===== config.mk =====
export PLATFORM = sky130hd
export DESIGN_NAME = acx_step_regs
export DESIGN_NICKNAME = d
export VERILOG_FILES = /design/src/design/acx_pkg.sv /design/src/design/acx_step_dec.sv /design/src/design/acx_step_regs.sv
export VERILOG_INCLUDE_DIRS = /design/src /design/src/design
export SDC_FILE = /design/constraint.sdc
export NUM_CORES = 1
export LEC_CHECK = 0
export BUFFER_PORTS_ARGS = -buffer_cell sky130_fd_sc_hd__buf_2
export CELL_PAD_IN_SITES_DETAIL_PLACEMENT = 0
export CELL_PAD_IN_SITES_GLOBAL_PLACEMENT = 1
export CORE_MARGIN = 10
export CORE_UTILIZATION = 31
export DETAILED_ROUTE_END_ITERATION = 10
export GPL_ROUTABILITY_DRIVEN = 1
export PLACE_DENSITY_LB_ADDON = 0.1
export SLEW_MARGIN = 0
export SYNTH_ARGS = -nofsm -noshare
export SYNTH_HDL_FRONTEND = slang
export SYNTH_SLANG_ARGS = --single-unit

===== constraint.sdc =====
create_clock -name clk_i -period 3.6 [get_ports clk_i]
set_clock_uncertainty 0.05 [all_clocks]
set_input_delay 0.72 -clock clk_i [delete_from_list [all_inputs] [get_ports clk_i]]
set_output_delay 0.72 -clock clk_i [all_outputs]
set_load 0.02 [all_outputs]

===== src/design/acx_step_map.svh =====
/*
 * Register map, field positions and reset values for the auxiliary
 * converter sequencer step three and step four configuration registers.
 * Assumes a 32-bit classic Wishbone slave; each register is one word.
 */
// How it works
// - Bit 15 of the step three register enables the step: one includes it, zero leaves it out.
// - Bits 14:13 pick the converter gain for step three: 00 gives 1, 01 gives 2, 10 and 11 give 4.
// - Bits 12:5 of the register are read-only and always read as zero.
// - Bit 4 routes the negative input: zero picks the analog ground, one picks external input seven.
// - Positive codes 0000 to 0111 connect external inputs zero to seven in order.
// - Positive codes 1000 to 1111 route an internal source and the negative input is chosen inside.
// - While the positive code is an internal one, the negative select bit has no effect.
// - The step four register sits at index 94h and resets to 0004h.
// - The step three register sits at index 93h and resets to 0003h, step disabled.
`ifndef ACX_STEP_MAP_SVH
`define ACX_STEP_MAP_SVH

`define ACX_IDX_STEP3     8'h93
`define ACX_IDX_STEP4     8'h94
`define ACX_ADR_STEP3     12'h24C
`define ACX_ADR_STEP4     12'h250
`define ACX_RST_STEP3     16'h0003
`define ACX_RST_STEP4     16'h0004
`define ACX_WR_MASK       16'hE01F
`define ACX_BIT_EN        15
`define ACX_GAIN_HI       14
`define ACX_GAIN_LO       13
`define ACX_RSV_HI        12
`define ACX_RSV_LO        5
`define ACX_BIT_NEG       4
`define ACX_POS_HI        3
`define ACX_POS_LO        0
`define ACX_BIT_POS_INT   3

`endif


===== src/design/acx_pkg.sv =====
/*
 * Types shared by the step configuration decoder and the register block.
 * Assumes nothing of its surroundings.
 */
package acx_pkg;
    typedef enum logic [1:0] {
        ACX_NEG_GND,
        ACX_NEG_EXT7,
        ACX_NEG_AUTO
    } acx_neg_t;
endpackage : acx_pkg


===== src/design/acx_step_dec.sv =====
/*
 * Combinational decode of one sequencer step configuration word into
 * converter gain, positive route and negative route.
 * Assumes the word already has its reserved bits cleared.
 */
`timescale 1ns/100ps
`default_nettype none
`include "acx_step_map.svh"
module acx_step_dec
    import acx_pkg::*;
(
    input  wire logic [15:0] cfg_i,
    output logic             enable_o,
    output logic [2:0]       gain_o,
    output logic [7:0]       pos_ext_o,
    output logic             pos_internal_o,
    output logic [2:0]       pos_int_o,
    output acx_neg_t         neg_mode_o
);
    logic [1:0] gain_code;
    logic [3:0] pos_code;

    always_comb begin
        gain_code      = cfg_i[`ACX_GAIN_HI:`ACX_GAIN_LO];
        pos_code       = cfg_i[`ACX_POS_HI:`ACX_POS_LO];
        enable_o       = cfg_i[`ACX_BIT_EN];
        // one-hot gain {x4, x2, x1}
        case (gain_code)
            2'h0:    gain_o = 3'h1;
            2'h1:    gain_o = 3'h2;
            default: gain_o = 3'h4;
        endcase
        pos_internal_o = pos_code[`ACX_BIT_POS_INT];
        pos_int_o      = pos_code[2:0];
        pos_ext_o      = 8'h00;
        if (!pos_internal_o) begin
            pos_ext_o[pos_code[2:0]] = 1'b1;
        end
        // internal sources override the negative select bit
        if (pos_internal_o) begin
            neg_mode_o = ACX_NEG_AUTO;
        end else if (cfg_i[`ACX_BIT_NEG]) begin
            neg_mode_o = ACX_NEG_EXT7;
        end else begin
            neg_mode_o = ACX_NEG_GND;
        end
    end
endmodule : acx_step_dec
`default_nettype wire


===== src/design/acx_step_regs.sv =====
/*
 * Step three and step four configuration registers of the auxiliary
 * converter sequencer, behind a classic Wishbone slave, with the decoded
 * step three routing and the skip/convert answer to the sequencer.
 * Assumes one clock, a synchronous active-high reset, and a sequencer that
 * pulses seq_step_three_i for one cycle when it reaches step three.
 */
`timescale 1ns/100ps
`default_nettype none
`include "acx_step_map.svh"
module acx_step_regs
    import acx_pkg::*;
(
    input  wire logic        clk_i,
    input  wire logic        rst_i,
    input  wire logic        ce_i,
    input  wire logic [11:0] wb_adr_i,
    input  wire logic [31:0] wb_dat_i,
    input  wire logic        wb_we_i,
    input  wire logic [3:0]  wb_sel_i,
    input  wire logic        wb_cyc_i,
    input  wire logic        wb_stb_i,
    output logic [31:0]      wb_dat_o,
    output logic             wb_ack_o,
    input  wire logic        seq_step_three_i,
    output logic             step_three_convert_o,
    output logic             step_three_skip_o,
    output logic [2:0]       step_three_gain_o,
    output logic [7:0]       step_three_pos_ext_o,
    output logic             step_three_pos_internal_o,
    output logic [2:0]       step_three_pos_int_o,
    output acx_neg_t         step_three_neg_mode_o,
    output logic [15:0]      step_four_config_o
);
    logic [15:0] step3_r;
    logic [15:0] step3_nxt;
    logic [15:0] step4_r;
    logic [15:0] step4_nxt;
    logic        ack_r;
    logic        ack_nxt;
    logic [31:0] rdat_r;
    logic [31:0] rdat_nxt;
    logic        conv_r;
    logic        conv_nxt;
    logic        skip_r;
    logic        skip_nxt;
    logic [2:0]  gain_r;
    logic [7:0]  pos_ext_r;
    logic        pos_internal_r;
    logic [2:0]  pos_int_r;
    acx_neg_t    neg_mode_r;
    logic [2:0]  dec_gain;
    logic [7:0]  dec_pos_ext;
    logic        dec_pos_internal;
    logic [2:0]  dec_pos_int;
    acx_neg_t    dec_neg;
    logic        bus_req;
    logic        hit3;
    logic        hit4;
    logic [15:0] lane_mask;

    // decode from the next value so the routing outputs track the register
    acx_step_dec u_dec3 (
        .cfg_i          (step3_nxt),
        .enable_o       (),
        .gain_o         (dec_gain),
        .pos_ext_o      (dec_pos_ext),
        .pos_internal_o (dec_pos_internal),
        .pos_int_o      (dec_pos_int),
        .neg_mode_o     (dec_neg)
    );

    always_comb begin
        bus_req   = wb_cyc_i && wb_stb_i && !ack_r;
        hit3      = (wb_adr_i == `ACX_ADR_STEP3);
        hit4      = (wb_adr_i == `ACX_ADR_STEP4);
        lane_mask = {{8{wb_sel_i[1]}}, {8{wb_sel_i[0]}}} & `ACX_WR_MASK;
        step3_nxt = step3_r;
        step4_nxt = step4_r;
        rdat_nxt  = 32'h0000_0000;
        ack_nxt   = bus_req;
        if (bus_req && wb_we_i && hit3) begin
            step3_nxt = (step3_r & ~lane_mask) | (wb_dat_i[15:0] & lane_mask);
        end
        if (bus_req && wb_we_i && hit4) begin
            step4_nxt = (step4_r & ~lane_mask) | (wb_dat_i[15:0] & lane_mask);
        end
        // unmapped reads answer with zero, unmapped writes are dropped
        if (bus_req && !wb_we_i && hit3) begin
            rdat_nxt = {16'h0000, step3_r};
        end else if (bus_req && !wb_we_i && hit4) begin
            rdat_nxt = {16'h0000, step4_r};
        end
        // the sequencer sees the enable as it stands at its request
        conv_nxt  = seq_step_three_i && step3_r[`ACX_BIT_EN];
        skip_nxt  = seq_step_three_i && !step3_r[`ACX_BIT_EN];
    end

    always_ff @(posedge clk_i) begin
        if (rst_i) begin
            step3_r        <= `ACX_RST_STEP3;
            step4_r        <= `ACX_RST_STEP4;
            ack_r          <= 1'b0;
            rdat_r         <= 32'h0000_0000;
            conv_r         <= 1'b0;
            skip_r         <= 1'b0;
            gain_r         <= 3'h1;
            pos_ext_r      <= 8'h08;
            pos_internal_r <= 1'b0;
            pos_int_r      <= 3'h3;
            neg_mode_r     <= ACX_NEG_GND;
        end else if (ce_i) begin
            step3_r        <= step3_nxt;
            step4_r        <= step4_nxt;
            ack_r          <= ack_nxt;
            rdat_r         <= rdat_nxt;
            conv_r         <= conv_nxt;
            skip_r         <= skip_nxt;
            gain_r         <= dec_gain;
            pos_ext_r      <= dec_pos_ext;
            pos_internal_r <= dec_pos_internal;
            pos_int_r      <= dec_pos_int;
            neg_mode_r     <= dec_neg;
        end
    end

    assign wb_ack_o                  = ack_r;
    assign wb_dat_o                  = rdat_r;
    assign step_three_convert_o      = conv_r;
    assign step_three_skip_o         = skip_r;
    assign step_three_gain_o         = gain_r;
    assign step_three_pos_ext_o      = pos_ext_r;
    assign step_three_pos_internal_o = pos_internal_r;
    assign step_three_pos_int_o      = pos_int_r;
    assign step_three_neg_mode_o     = neg_mode_r;
    assign step_four_config_o        = step4_r;
endmodule : acx_step_regs
`default_nettype wire


==> summary.md <==
| Metric | Value |
|---|---|
| P_int | 595.8 uW |
| CTS sink cnt | 39 |
| P&R area growth vs syn | 15.55% |
| H-tree depth | 2 |
| Unrepaired setup endpoints after global routing | false |
| Pin count of the biggest net entering global routing | 34 |
| Number of gates resized after CTS | 0 |
| Placer Congestion | 0.7917 |
| Reg-to-reg setup timing slack | 1.71 ns |
| Slew @ Worst Pin | 0.6561 ns |
| Worst vdd ir | 0.1401 mV |
| Ratio of final minimum period to clock period | 73.51% |
| Pre-antenna DRT Iters | 4 |
| Share of cells above drive strength 1 | 25.58% |
| DR vias | 2166 |
| Max-cap violation count | 0 |
| Switching power | 247.2 uW |
| Antenna cells | 0 |
| Die height | 105.4 um |
| Mapped Cells | 289 |
| IO Pins | 123 |
| Switching Share | 29.32% |
| Post-synthesis cell area | 2261 um^2 |
| Seq/Total Area, Yosys | 34.53% |
| CORE AREA | 7176 um^2 |
| Slew Limit Headroom | 56.26% |
| Initial Util | 31.51% |
| Die width | 105.4 um |
| Synth Register Bits | 39 |
| Total power | 842.9 uW |
| Worst setup SP type | primary input |
| Status | completed |
| CTS Buf Count | 5 |
| Input/output buffers | 64 |
| # fillers | 800 |
| Synth cell types | 44 |
| R2r startpoint | wb_ack_o |
| Vias per cell | 4.889 |
| Required @ worst endpoint | 3.75 ns |
| Die area | 11110 um^2 |
| Hold_sp | wb_dat_o[15] |
| Wire length of the first global-routing pass | 11.94 mm |
| Hold Path End | wb_dat_o[15] |
| Site Rows | 31 |
| Most common cell after layout, fill and taps aside | buf_2 |
| Final setup violation count | 0 |
| TritonCTS clock tree | done |
| Routed len/inst | 16.69 um |
| Worst Hold Depth | 2 |
| Clk pwr share | 35.2% |
| Global route overflow | 0 |
| Ys async rst share | 0% |
| RR Endpoint | step_three_gain_o[1] |
| Critical path type | in -> reg |
| DRC | 0 |
| Part of the power in registers | 51.7% |
| Slew Limit Fails | 0 |
| Hold Violations, Final | 0 |
| CP Capture Type | register |
| Leakage power | 0.001075 uW |
| Avg Cell Area, Syn | 7.823 um^2 |
| Root buffer cell | clkbuf_8 |
| Number of global-route vias before repair | 2283 |
| Post-synth EDFFs | 0 |
| Fmax | 377.9 MHz |
| Clock Latency Late Sink | 0.29 ns |
| Commonest cells after routing, fill and taps aside | 64 x buf_2, 39 x dfxtp_1, 32 x conb_1, 30 x a21oi_1 |
| Post-DP HPWL | 5.483 mm |
| Antenna violations before repair | 0 |
| Proportion of power drawn by combinational gates | 13.2% |
| Detail Route Antenna Nets | 0 |
| Period minus WS final | 2.647 ns |
| GRT Total Usage | 12.98% |
| Worst-path clk slew | 0.08 ns |
| Number of DRC markers in iteration 0 | 49 |
| CTS Buffer Depth | 2 |
| Routed WL | 7.395 mm |
| Crit path DAT | 2.80 ns |
| Cts hold-fix bufs | 0 |
| Setup_tns | 0 ns |
| Power per cell area | 322.7 nW/um^2 |
| Post-CTS Setup Inserts | 0 |
| Nets | 398 |
| Crit path max fanout | 6 |
| Hold Crit Class | reg -> reg |
| Post-synth top flop | dfxtp_1 |
| FF-to-FF path depth | 4 |
| Synthesis Warnings | 0 |
## worst max-delay path, cell delays in order
cell,delay [ns]
buf_2,0.09
or4b_1,0.64
or4_4,0.56
or4b_1,0.51
a311oi_1,0.27
## logic make-up (layout without fill, tap and decap cells)
logic type,Yosys count,in the layout,share of synthesized area [%]
other,1,32,0.1659
multiplexers,3,3,1.328
flip-flops,39,39,34.53
AO/OA/AOI/OAI,69,69,19.48
AND/OR/NAND/NOR,113,113,27.84
buffers and inverters,64,88,16.66
## layout make-up
| class | instances | area, um^2 | area share (%) |
|---|---|---|---|
| clock buffers | 7 | 76.32 | 2.921 |
| clock inverters | 1 | 5.005 | 0.1916 |
| inverters | 9 | 33.78 | 1.293 |
| multi-input cells | 217 | 1220 | 46.70 |
| flip-flops and latches | 39 | 780.7 | 29.89 |
| well taps | 99 | 123.9 | 4.741 |
| repair buffers | 71 | 372.9 | 14.27 |
## power by group through the flow
stage,sequential (uW),combinational [uW],clock (uW)
6_report,436,111,296
5_1_grt,436,122,333
4_1_cts,436,110,315
3_5_place_dp,446,109,0
3_3_place_gp,446,109,0
2_1_floorplan,450,91.9,0
## metrics by stage
| step | std cells | utilization [%] | cell area, um^2 | hold slack [ns] | setup WS (ns) |
|---|---|---|---|---|---|
| 2_1_floorplan | 320 | - | 2377 | 0.4014 | 0.8674 |
| 6_report | 443 | 36.41 | 2613 | 0.4132 | 0.9535 |
| 3_5_place_dp | 435 | 35.27 | 2531 | 0.4009 | 0.6290 |
| 5_1_grt | 443 | 36.41 | 2613 | 0.4372 | 0.8843 |
| 3_3_place_gp | 435 | 35.27 | 2531 | 0.3991 | 0.6609 |
| 4_1_cts | 443 | 36.41 | 2613 | 0.4165 | 0.9349 |
## how the worst max path moves through the flow
| stage | end | cells after the start | startpoint |
|---|---|---|---|
| 6_report | step_three_gain_o[1] | 5 | wb_adr_i[1] |
| 5_1_grt | step_three_gain_o[1] | 5 | wb_adr_i[1] |
| 4_1_cts | step_three_gain_o[1] | 5 | wb_adr_i[1] |
| 3_5_place_dp | step_three_gain_o[1] | 5 | wb_adr_i[1] |
| 3_3_place_gp | step_three_gain_o[1] | 5 | wb_adr_i[1] |
| 2_1_floorplan | step_three_gain_o[1] | 5 | wb_adr_i[1] |
## synth_stat cells (2+ instances only)
library cell / number / area share, %
a21bo_2: 5 / 2.2
a21oi_1: 30 / 6.6
a221o_1: 7 / 3.1
a311oi_1: 3 / 1.2
and3_1: 4 / 1.1
and3b_1: 2 / 0.77
buf_1: 3 / 0.50
buf_4: 36 / 12
clkbuf_1: 15 / 2.5
dfxtp_1: 39 / 35
inv_1: 8 / 1.3
mux2i_1: 3 / 1.3
nand2_1: 22 / 3.7
nand3_1: 22 / 4.9
nand3b_1: 3 / 1.0
nand4_1: 13 / 3.6
nand4b_1: 2 / 0.77
nor2_1: 14 / 2.3
nor3_1: 10 / 2.2
nor4_1: 3 / 0.83
o211ai_1: 3 / 1.0
o21ai_0: 17 / 3.8
o41ai_1: 2 / 0.77
or4_1: 2 / 0.66
or4b_1: 2 / 0.89
## metal layers
metal | part of all wire (%) | wire length, um | track usage (%) | up-vias
met5 | 0 | 0 | 0 | -
met4 | 0.69 | 51 | 3.529 | 0
met3 | 7.3 | 537 | 5.055 | 4
met2 | 45 | 3328 | 20.53 | 77
met1 | 47 | 3478 | 16.05 | 997
li1 | - | - | - | 1088
No activity file was read; power rests on OpenSTA's default activity.
